### src/adc_cfg_pkg.sv
package adc_cfg_pkg;

    // Register offsets on the control port
    localparam logic [7:0] CH1_PHASE_DELAY_CONFIG_OFS = 8'h54;
    localparam logic [7:0] CH2_INPUT_CONFIG_OFS       = 8'h55;
    localparam logic [7:0] CH2_VOLUME_CONFIG_OFS      = 8'h57;

    // Values after reset
    localparam logic [7:0] CH1_PHASE_DELAY_CONFIG_RST = 8'h00;
    localparam logic [7:0] CH2_INPUT_CONFIG_RST       = 8'h00;
    localparam logic [7:0] CH2_VOLUME_CONFIG_RST      = 8'hA1;

    // Field positions
    localparam int CH1_PHASE_DELAY_LSB        = 2;
    localparam int CH1_PHASE_PATH_LSB         = 0;
    localparam int CH2_INPUT_SOURCE_LSB       = 6;
    localparam int CH2_INPUT_IMPEDANCE_LSB    = 4;
    localparam int CH2_CM_TOLERANCE_LSB       = 2;
    localparam int CH2_FULL_SCALE_SELECT_BIT  = 1;
    localparam int CH2_BANDWIDTH_SELECT_BIT   = 0;

    // Delay line geometry and volume codes
    localparam int         PHASE_HIST_LEN     = 63;
    localparam logic [7:0] VOLUME_MUTE_CODE   = 8'h00;
    localparam logic [7:0] VOLUME_0DB_CODE    = 8'hA1;
    localparam logic [7:0] VOLUME_MAX_CODE    = 8'hFF;

    typedef enum logic [1:0] {
        PATH_BOTH     = 2'b00,
        PATH_ANALOG   = 2'b01,
        PATH_DIGITAL  = 2'b10,
        PATH_RESERVED = 2'b11
    } phase_path_t;

    typedef enum logic [1:0] {
        SRC_DIFFERENTIAL  = 2'b00,
        SRC_SINGLE_ENDED  = 2'b01,
        SRC_POSITIVE_MUX  = 2'b10,
        SRC_NEGATIVE_MUX  = 2'b11
    } input_source_t;

    typedef enum logic [1:0] {
        IMP_5K       = 2'b00,
        IMP_10K      = 2'b01,
        IMP_40K      = 2'b10,
        IMP_RESERVED = 2'b11
    } input_impedance_t;

    typedef enum logic [1:0] {
        TOL_AC_LOW       = 2'b00,
        TOL_AC_DC_MID    = 2'b01,
        TOL_RAIL_TO_RAIL = 2'b10,
        TOL_RESERVED     = 2'b11
    } cm_tolerance_t;

    // Field layouts, most significant field first
    typedef struct packed {
        logic [5:0]  ch1_phase_delay;
        phase_path_t ch1_phase_path;
    } ch1_phase_cfg_t;

    typedef struct packed {
        input_source_t    ch2_input_source;
        input_impedance_t ch2_input_impedance;
        cm_tolerance_t    ch2_common_mode_tolerance;
        logic             ch2_full_scale_select;
        logic             ch2_bandwidth_select;
    } ch2_input_cfg_t;

    // Host register access from the control port engine
    typedef struct packed {
        logic       wr_en;
        logic       rd_en;
        logic [7:0] addr;
        logic [7:0] wdata;
    } reg_req_t;

    typedef struct packed {
        logic       ana_bit;
        logic       dig_bit;
    } mod_pair_t;

endpackage

### src/adc_channel_config_regs.sv
`timescale 1ns/1ps

// Behaviour
// - Channel 1 delay equals field value, modulator cycles
// - Path select applies delay to analog/digital
// - Channel 2 source field selects input mux
// - Channel 2 impedance field drives impedance select
// - Channel 2 tolerance field drives coupling select
// - Full scale 4 Vrms only with rail-to-rail
// - Wide bandwidth only with 40 kilohm impedance
// - Volume code drives gain; zero mutes
// - Registers reset to 00, 00, A1
module adc_channel_config_regs
    import adc_cfg_pkg::*;
(
    // Clock and reset
    input  wire logic           i_ref_clk,
    input  wire logic           i_rst_n,
    // Register access from control port
    input  wire reg_req_t       i_reg_req,
    output logic                o_reg_hit,
    output logic [7:0]          o_reg_rdata,
    output logic                o_reg_rd_valid,
    // Modulator streams of channel 1
    input  wire logic           i_mod_clk_en,
    input  wire mod_pair_t      i_ch1_mod,
    output mod_pair_t           o_ch1_mod,
    // Channel configuration outputs
    output ch1_phase_cfg_t      o_ch1_phase_cfg,
    output ch2_input_cfg_t      o_ch2_input_cfg,
    output logic [7:0]          o_ch2_digital_volume,
    output logic                o_ch2_mute,
    output logic                o_ch2_config_conflict
);

    typedef struct packed {
        ch1_phase_cfg_t              ch1;
        ch2_input_cfg_t              ch2_in;
        logic [7:0]                  ch2_vol;
        logic [PHASE_HIST_LEN-1:0]   ana_hist;
        logic [PHASE_HIST_LEN-1:0]   dig_hist;
        mod_pair_t                   mod_out;
        logic [7:0]                  rdata;
        logic                        rd_valid;
        logic                        mute;
        logic                        conflict;
    } state_t;

    localparam state_t STATE_RST = '{
        ch1:      ch1_phase_cfg_t'(CH1_PHASE_DELAY_CONFIG_RST),
        ch2_in:   ch2_input_cfg_t'(CH2_INPUT_CONFIG_RST),
        ch2_vol:  CH2_VOLUME_CONFIG_RST,
        ana_hist: '0,
        dig_hist: '0,
        mod_out:  '0,
        rdata:    8'h00,
        rd_valid: 1'b0,
        mute:     1'b0,
        conflict: 1'b0
    };

    state_t state_reg;
    state_t state_next;

    logic   hit_ch1;
    logic   hit_ch2_in;
    logic   hit_ch2_vol;
    logic   ana_delayed;
    logic   dig_delayed;
    logic   ana_sel;
    logic   dig_sel;
    logic [5:0] tap_idx;

    // Address decode
    assign hit_ch1     = (i_reg_req.addr == CH1_PHASE_DELAY_CONFIG_OFS);
    assign hit_ch2_in  = (i_reg_req.addr == CH2_INPUT_CONFIG_OFS);
    assign hit_ch2_vol = (i_reg_req.addr == CH2_VOLUME_CONFIG_OFS);
    assign o_reg_hit   = (i_reg_req.wr_en | i_reg_req.rd_en)
                         & (hit_ch1 | hit_ch2_in | hit_ch2_vol);

    // Tap of the delay line for the programmed delay
    assign tap_idx = state_reg.ch1.ch1_phase_delay - 6'h01;

    always_comb begin
        if (state_reg.ch1.ch1_phase_delay == 6'h00) begin
            ana_delayed = i_ch1_mod.ana_bit;
            dig_delayed = i_ch1_mod.dig_bit;
        end else begin
            ana_delayed = state_reg.ana_hist[tap_idx];
            dig_delayed = state_reg.dig_hist[tap_idx];
        end
    end

    // Path selection of the delayed streams
    always_comb begin
        ana_sel = i_ch1_mod.ana_bit;
        dig_sel = i_ch1_mod.dig_bit;
        case (state_reg.ch1.ch1_phase_path)
            PATH_BOTH: begin
                ana_sel = ana_delayed;
                dig_sel = dig_delayed;
            end
            PATH_ANALOG: begin
                ana_sel = ana_delayed;
            end
            PATH_DIGITAL: begin
                dig_sel = dig_delayed;
            end
            default: begin
                ana_sel = i_ch1_mod.ana_bit;
                dig_sel = i_ch1_mod.dig_bit;
            end
        endcase
    end

    always_comb begin
        state_next          = state_reg;
        state_next.rd_valid = 1'b0;

        // Register writes; reserved codes are kept as written
        if (i_reg_req.wr_en) begin
            if (hit_ch1) begin
                state_next.ch1 = ch1_phase_cfg_t'(i_reg_req.wdata);
            end
            if (hit_ch2_in) begin
                state_next.ch2_in = ch2_input_cfg_t'(i_reg_req.wdata);
            end
            if (hit_ch2_vol) begin
                state_next.ch2_vol = i_reg_req.wdata;
            end
        end

        // Register reads; unmapped addresses return zero
        if (i_reg_req.rd_en) begin
            state_next.rd_valid = 1'b1;
            if (hit_ch1) begin
                state_next.rdata = state_reg.ch1;
            end else if (hit_ch2_in) begin
                state_next.rdata = state_reg.ch2_in;
            end else if (hit_ch2_vol) begin
                state_next.rdata = state_reg.ch2_vol;
            end else begin
                state_next.rdata = 8'h00;
            end
        end

        // Delay line advances once per modulator cycle
        if (i_mod_clk_en) begin
            state_next.ana_hist = {state_reg.ana_hist[PHASE_HIST_LEN-2:0],
                                   i_ch1_mod.ana_bit};
            state_next.dig_hist = {state_reg.dig_hist[PHASE_HIST_LEN-2:0],
                                   i_ch1_mod.dig_bit};
            state_next.mod_out.ana_bit = ana_sel;
            state_next.mod_out.dig_bit = dig_sel;
        end

        // Derived flags from the stored settings
        state_next.mute = (state_next.ch2_vol == VOLUME_MUTE_CODE);
        state_next.conflict =
            (state_next.ch2_in.ch2_full_scale_select
             & ((state_next.ch2_in.ch2_common_mode_tolerance != TOL_RAIL_TO_RAIL)
                | state_next.ch2_in.ch2_bandwidth_select))
            | (state_next.ch2_in.ch2_bandwidth_select
               & (state_next.ch2_in.ch2_input_impedance != IMP_40K));
    end

    always_ff @(posedge i_ref_clk or negedge i_rst_n) begin
        if (!i_rst_n) begin
            state_reg <= STATE_RST;
        end else begin
            state_reg <= state_next;
        end
    end

    // Outputs from the state register
    assign o_reg_rdata           = state_reg.rdata;
    assign o_reg_rd_valid        = state_reg.rd_valid;
    assign o_ch1_mod             = state_reg.mod_out;
    assign o_ch1_phase_cfg       = state_reg.ch1;
    assign o_ch2_input_cfg       = state_reg.ch2_in;
    assign o_ch2_digital_volume  = state_reg.ch2_vol;
    assign o_ch2_mute            = state_reg.mute;
    assign o_ch2_config_conflict = state_reg.conflict;


endmodule // adc_channel_config_regs

### config.mk
export PLATFORM = sky130hd
export DESIGN_NAME = adc_channel_config_regs
export DESIGN_NICKNAME = d
export VERILOG_FILES = /design/src/adc_cfg_pkg.sv /design/src/adc_channel_config_regs.sv
export SDC_FILE = /design/constraint.sdc
export NUM_CORES = 1
export LEC_CHECK = 0
export ABC_AREA = 1
export BUFFER_PORTS_ARGS = -buffer_cell sky130_fd_sc_hd__buf_2
export CAP_MARGIN = 20
export CORE_UTILIZATION = 30
export CTS_CLUSTER_SIZE = 10
export DETAILED_ROUTE_END_ITERATION = 7
export PLACE_DENSITY = 0.56
export SYNTH_ARGS = -nofsm -noshare
export SYNTH_HDL_FRONTEND = slang
export SYNTH_SLANG_ARGS = --single-unit
### constraint.sdc
create_clock -name i_ref_clk -period 4.65 [get_ports i_ref_clk]
set_clock_uncertainty 0.05 [all_clocks]
set_input_delay 1.1625 -clock i_ref_clk [delete_from_list [all_inputs] [get_ports i_ref_clk]]
set_output_delay 1.1625 -clock i_ref_clk [all_outputs]
set_load 0.02 [all_outputs]
==> key figures <==
Clocking
  • Root buf cell: clkbuf_16
  • Longest Clk Path Bufs: 2
  • Clk sinks: 163
  • Cts bufs inserted: 17
  • Post-CTS Hold Buffers: 0
  • Post-CTS sizing: 0
  • CTS tree: yes
  • Worst-Skew Late Latency: 0.43 ns
  • H-Tree Depth: 4
  • Clock Pin Slew Worst Setup and Hold Paths: 0.07 ns
  • Postcts setup bufs: 0

Critical path
  • R2R depth: 13
  • Crit Reg-Reg Endpoint: o_ch1_mod[1]$_DFFE_PN0P_
  • CP endpoint kind: output port
  • Crit-path cells: buf_2 > nor2_1 > nor3_1 > buf_2
  • Reg-to-reg startpoint: o_ch1_phase_cfg[3]$_DFFE_PN0P_
  • CP Data Required Time: 3.44 ns
  • CP startpoint: i_reg_req[16]
  • CP peak stage delay: 0.29 ns
  • Startpoint Class: input pin
  • Slowest-stage cell, CP: buf_2
  • WP data arrival: 1.90 ns
  • CP top delay family: buffers and inverters
  • Crit Path Max Fanout: 18
  • Critical path type: in -> out
  • WP buf/inv: 2
  • FF-to-FF setup slack: 1.78 ns
  • Most frequent CP cell: buf_2

Detailed routing
  • Vias/cell: 4.609
  • Detailed Route Iter0 Violations: 454
  • DR pass1 iterations: 5
  • Remaining DRCs: 0
  • Routed WL: 19150 µm
  • Max layer used: met4
  • Remaining antenna violation count: 0
  • Met3 Wirelength: 865 µm
  • Drt wl/cell: 13.68 µm
  • Metal-1 WL: 9655 µm
  • Met2 routed WL: 8237 µm
  • Vias post-DR: 6452

STA
  • Setup TNS Final: 0 ns
  • Tightest Pin Transition: 0.9365 ns
  • Top achievable clock speed: 321.5 MHz
  • Final hold violations: 0
  • Final period util: 0.6688
  • RSZ-0062 raised after global routing: false
  • Tightest slew margin relative to the limit: 0.3750
  • Setup violations, final: 0
  • Fin. max-slew vios: 0
  • Final Critical Period: 3.110 ns

Finish
  • Max reg flops: 126
  • Area grow syn2layout: 11.60%
  • Layout cells sized above 1: 0.1127
  • Filler cell count: 2724
  • Nets: 1078
  • ANT cells: 0
  • Design Area, Final: 9089 µm²

Synth
  • Most common cell in the synthesized netlist: nand2_1
  • Syn Std Cell Area: 8144 µm²
  • Largest cells by area after synthesis: dfrtp_1 49%, nand2_1 14%, nand3_1 8.5%
  • Yosys top cell by area: dfrtp_1
  • Ys flop type: dfrtp_1
  • Synthesized instance count: 1055
  • Yosys warns: 0
  • Sequential share of the synthesized area: 0.5013
  • Syn_nets: 1080
  • EDFF count, synth: 0
  • Async S/R FF share, synth: 1.000
  • Most common library cells after synthesis: 309 x nand2_1, 160 x dfrtp_1, 144 x inv_1
  • Syn Area/Cell: 7.719 µm²
  • Share of the synthesized area in the top cell type: 0.4916
  • Post-synthesis sequential element count: 163
  • Unique cell type count in the Yosys netlist: 31

Pwr
  • Static Leak: 4.377 nW
  • PwrDens: 433.5 nW/µm²
  • Maximum vdd drop: 234.3 µV

GRT
  • Vias in the first global route: 6149
  • Initial antenna violation count: 0
  • Tot GR Track Use: 0.1463
  • Largest net degree at the start of global routing: 123
  • Global-route wire length before repair: 32240 µm
  • Grt ovf: 0

Min path
  • Worst Hold Endpoint: state_reg[83]$_DFFE_PN0P_
  • Hold crit path type: reg -> reg
  • Hold path cells: 2
  • Hold wc startpoint: state_reg[82]$_DFFE_PN0P_

Job
  • Max_cap viols: 0

Floorplanning
  • Die area: 27810 µm²
  • Die height: 166.8 µm
  • Core region area: 26350 µm²
  • Initial Utilization: 0.3090
  • Num ports: 61
  • Rows: 59
  • Die width: 166.8 µm

Status
  • Outcome: completed

Placed design
  • Buffers added on ports: 60
  • Post-DP Area: 8438 µm²
  • Final GP Congestion: 0.8641
  • HPWL after DPL: 12310 µm
## where the power goes
part / total [W] / switching, W / internal (W)
registers: 0.00173 / 0.000115 / 0.00162
logic: 0.000633 / 0.000429 / 0.000204
clock network: 0.00158 / 0.000583 / 0.000993
total: 0.00394 / 0.00113 / 0.00281
## layer usage
metal	GRT usage	vias to the layer above
met2	0.2148	152
met3	0.03018	25
met1	0.2096	3000
met4	0.05717	0
met5	0	-
li1	-	3275
## stage by stage
stage / power [W] / utilization / cells / hold WS, ns / setup WS, ns
global placement: 0.002382 / 0.3202 / 1369 / 0.4065 / 1.540
floorplan: 0.002205 / - / 1055 / 0.3998 / 1.495
finish: 0.003940 / 0.3449 / 1400 / 0.4199 / 1.540
global route: 0.004158 / 0.3449 / 1400 / 0.4386 / 1.466
detailed placement: 0.002390 / 0.3202 / 1369 / 0.4128 / 1.555
CTS: 0.003981 / 0.3449 / 1400 / 0.4257 / 1.549
## kinds of logic after synthesis
kind of cell    Yosys count  synth area share
compound gates          163            0.1062
xor+xnor                  2          0.002151
fa+ha+maj                 2          0.003072
buf+inv                 242            0.1343
flops                   163            0.5013
simple gates            483            0.2530
## worst reg2reg max path, cell delays in order (launching register included)
cell and delay (ns):
dfrtp_1 0.42, inv_1 0.11, ha_1 0.28, buf_4 0.27
inv_1 0.75, buf_4 0.30, nand3_1 0.09, nand3_1 0.08
nand3_1 0.10, nand3_1 0.10, nand3_1 0.08, nand3_1 0.09
nand2_1 0.05, nand2_1 0.05
## worst max-delay path by stage
stage | to | depth (start not counted)
detailed placement | o_reg_hit | 4
finish | o_reg_hit | 4
global route | o_reg_hit | 4
CTS | o_reg_hit | 4
global placement | o_reg_hit | 4
floorplan | o_reg_hit | 3
## layout by cell type, fill, tap and decap left out, drive strengths merged
| cell type | instances |
|---|---|
| clkbuf | 22 |
| a21oi | 1 |
| a21o | 1 |
| nor3 | 2 |
| inv | 150 |
| a41oi | 8 |
| ha | 2 |
| dfstp | 3 |
| nand3 | 141 |
| bufinv | 5 |
| xor2 | 2 |
| o21ai | 151 |
| clkinv | 4 |
| buf | 70 |
| nor2 | 28 |
| clkinvlp | 1 |
| nand2 | 311 |
| o211ai | 2 |
| nor4 | 1 |
| dfrtp | 160 |
## area by class of cell
cell class,count,area [µm²],share of cell area
flip-flops and latches,163,4084,0.4493
multi-input cells,650,2968,0.3265
inverters,151,566.8,0.06236
clock buffers,22,474.2,0.05218
well taps,335,419.2,0.04612
repair buffers,70,400.4,0.04405
clock inverters,9,176.4,0.01941
(Power assumes the default switching activity.)
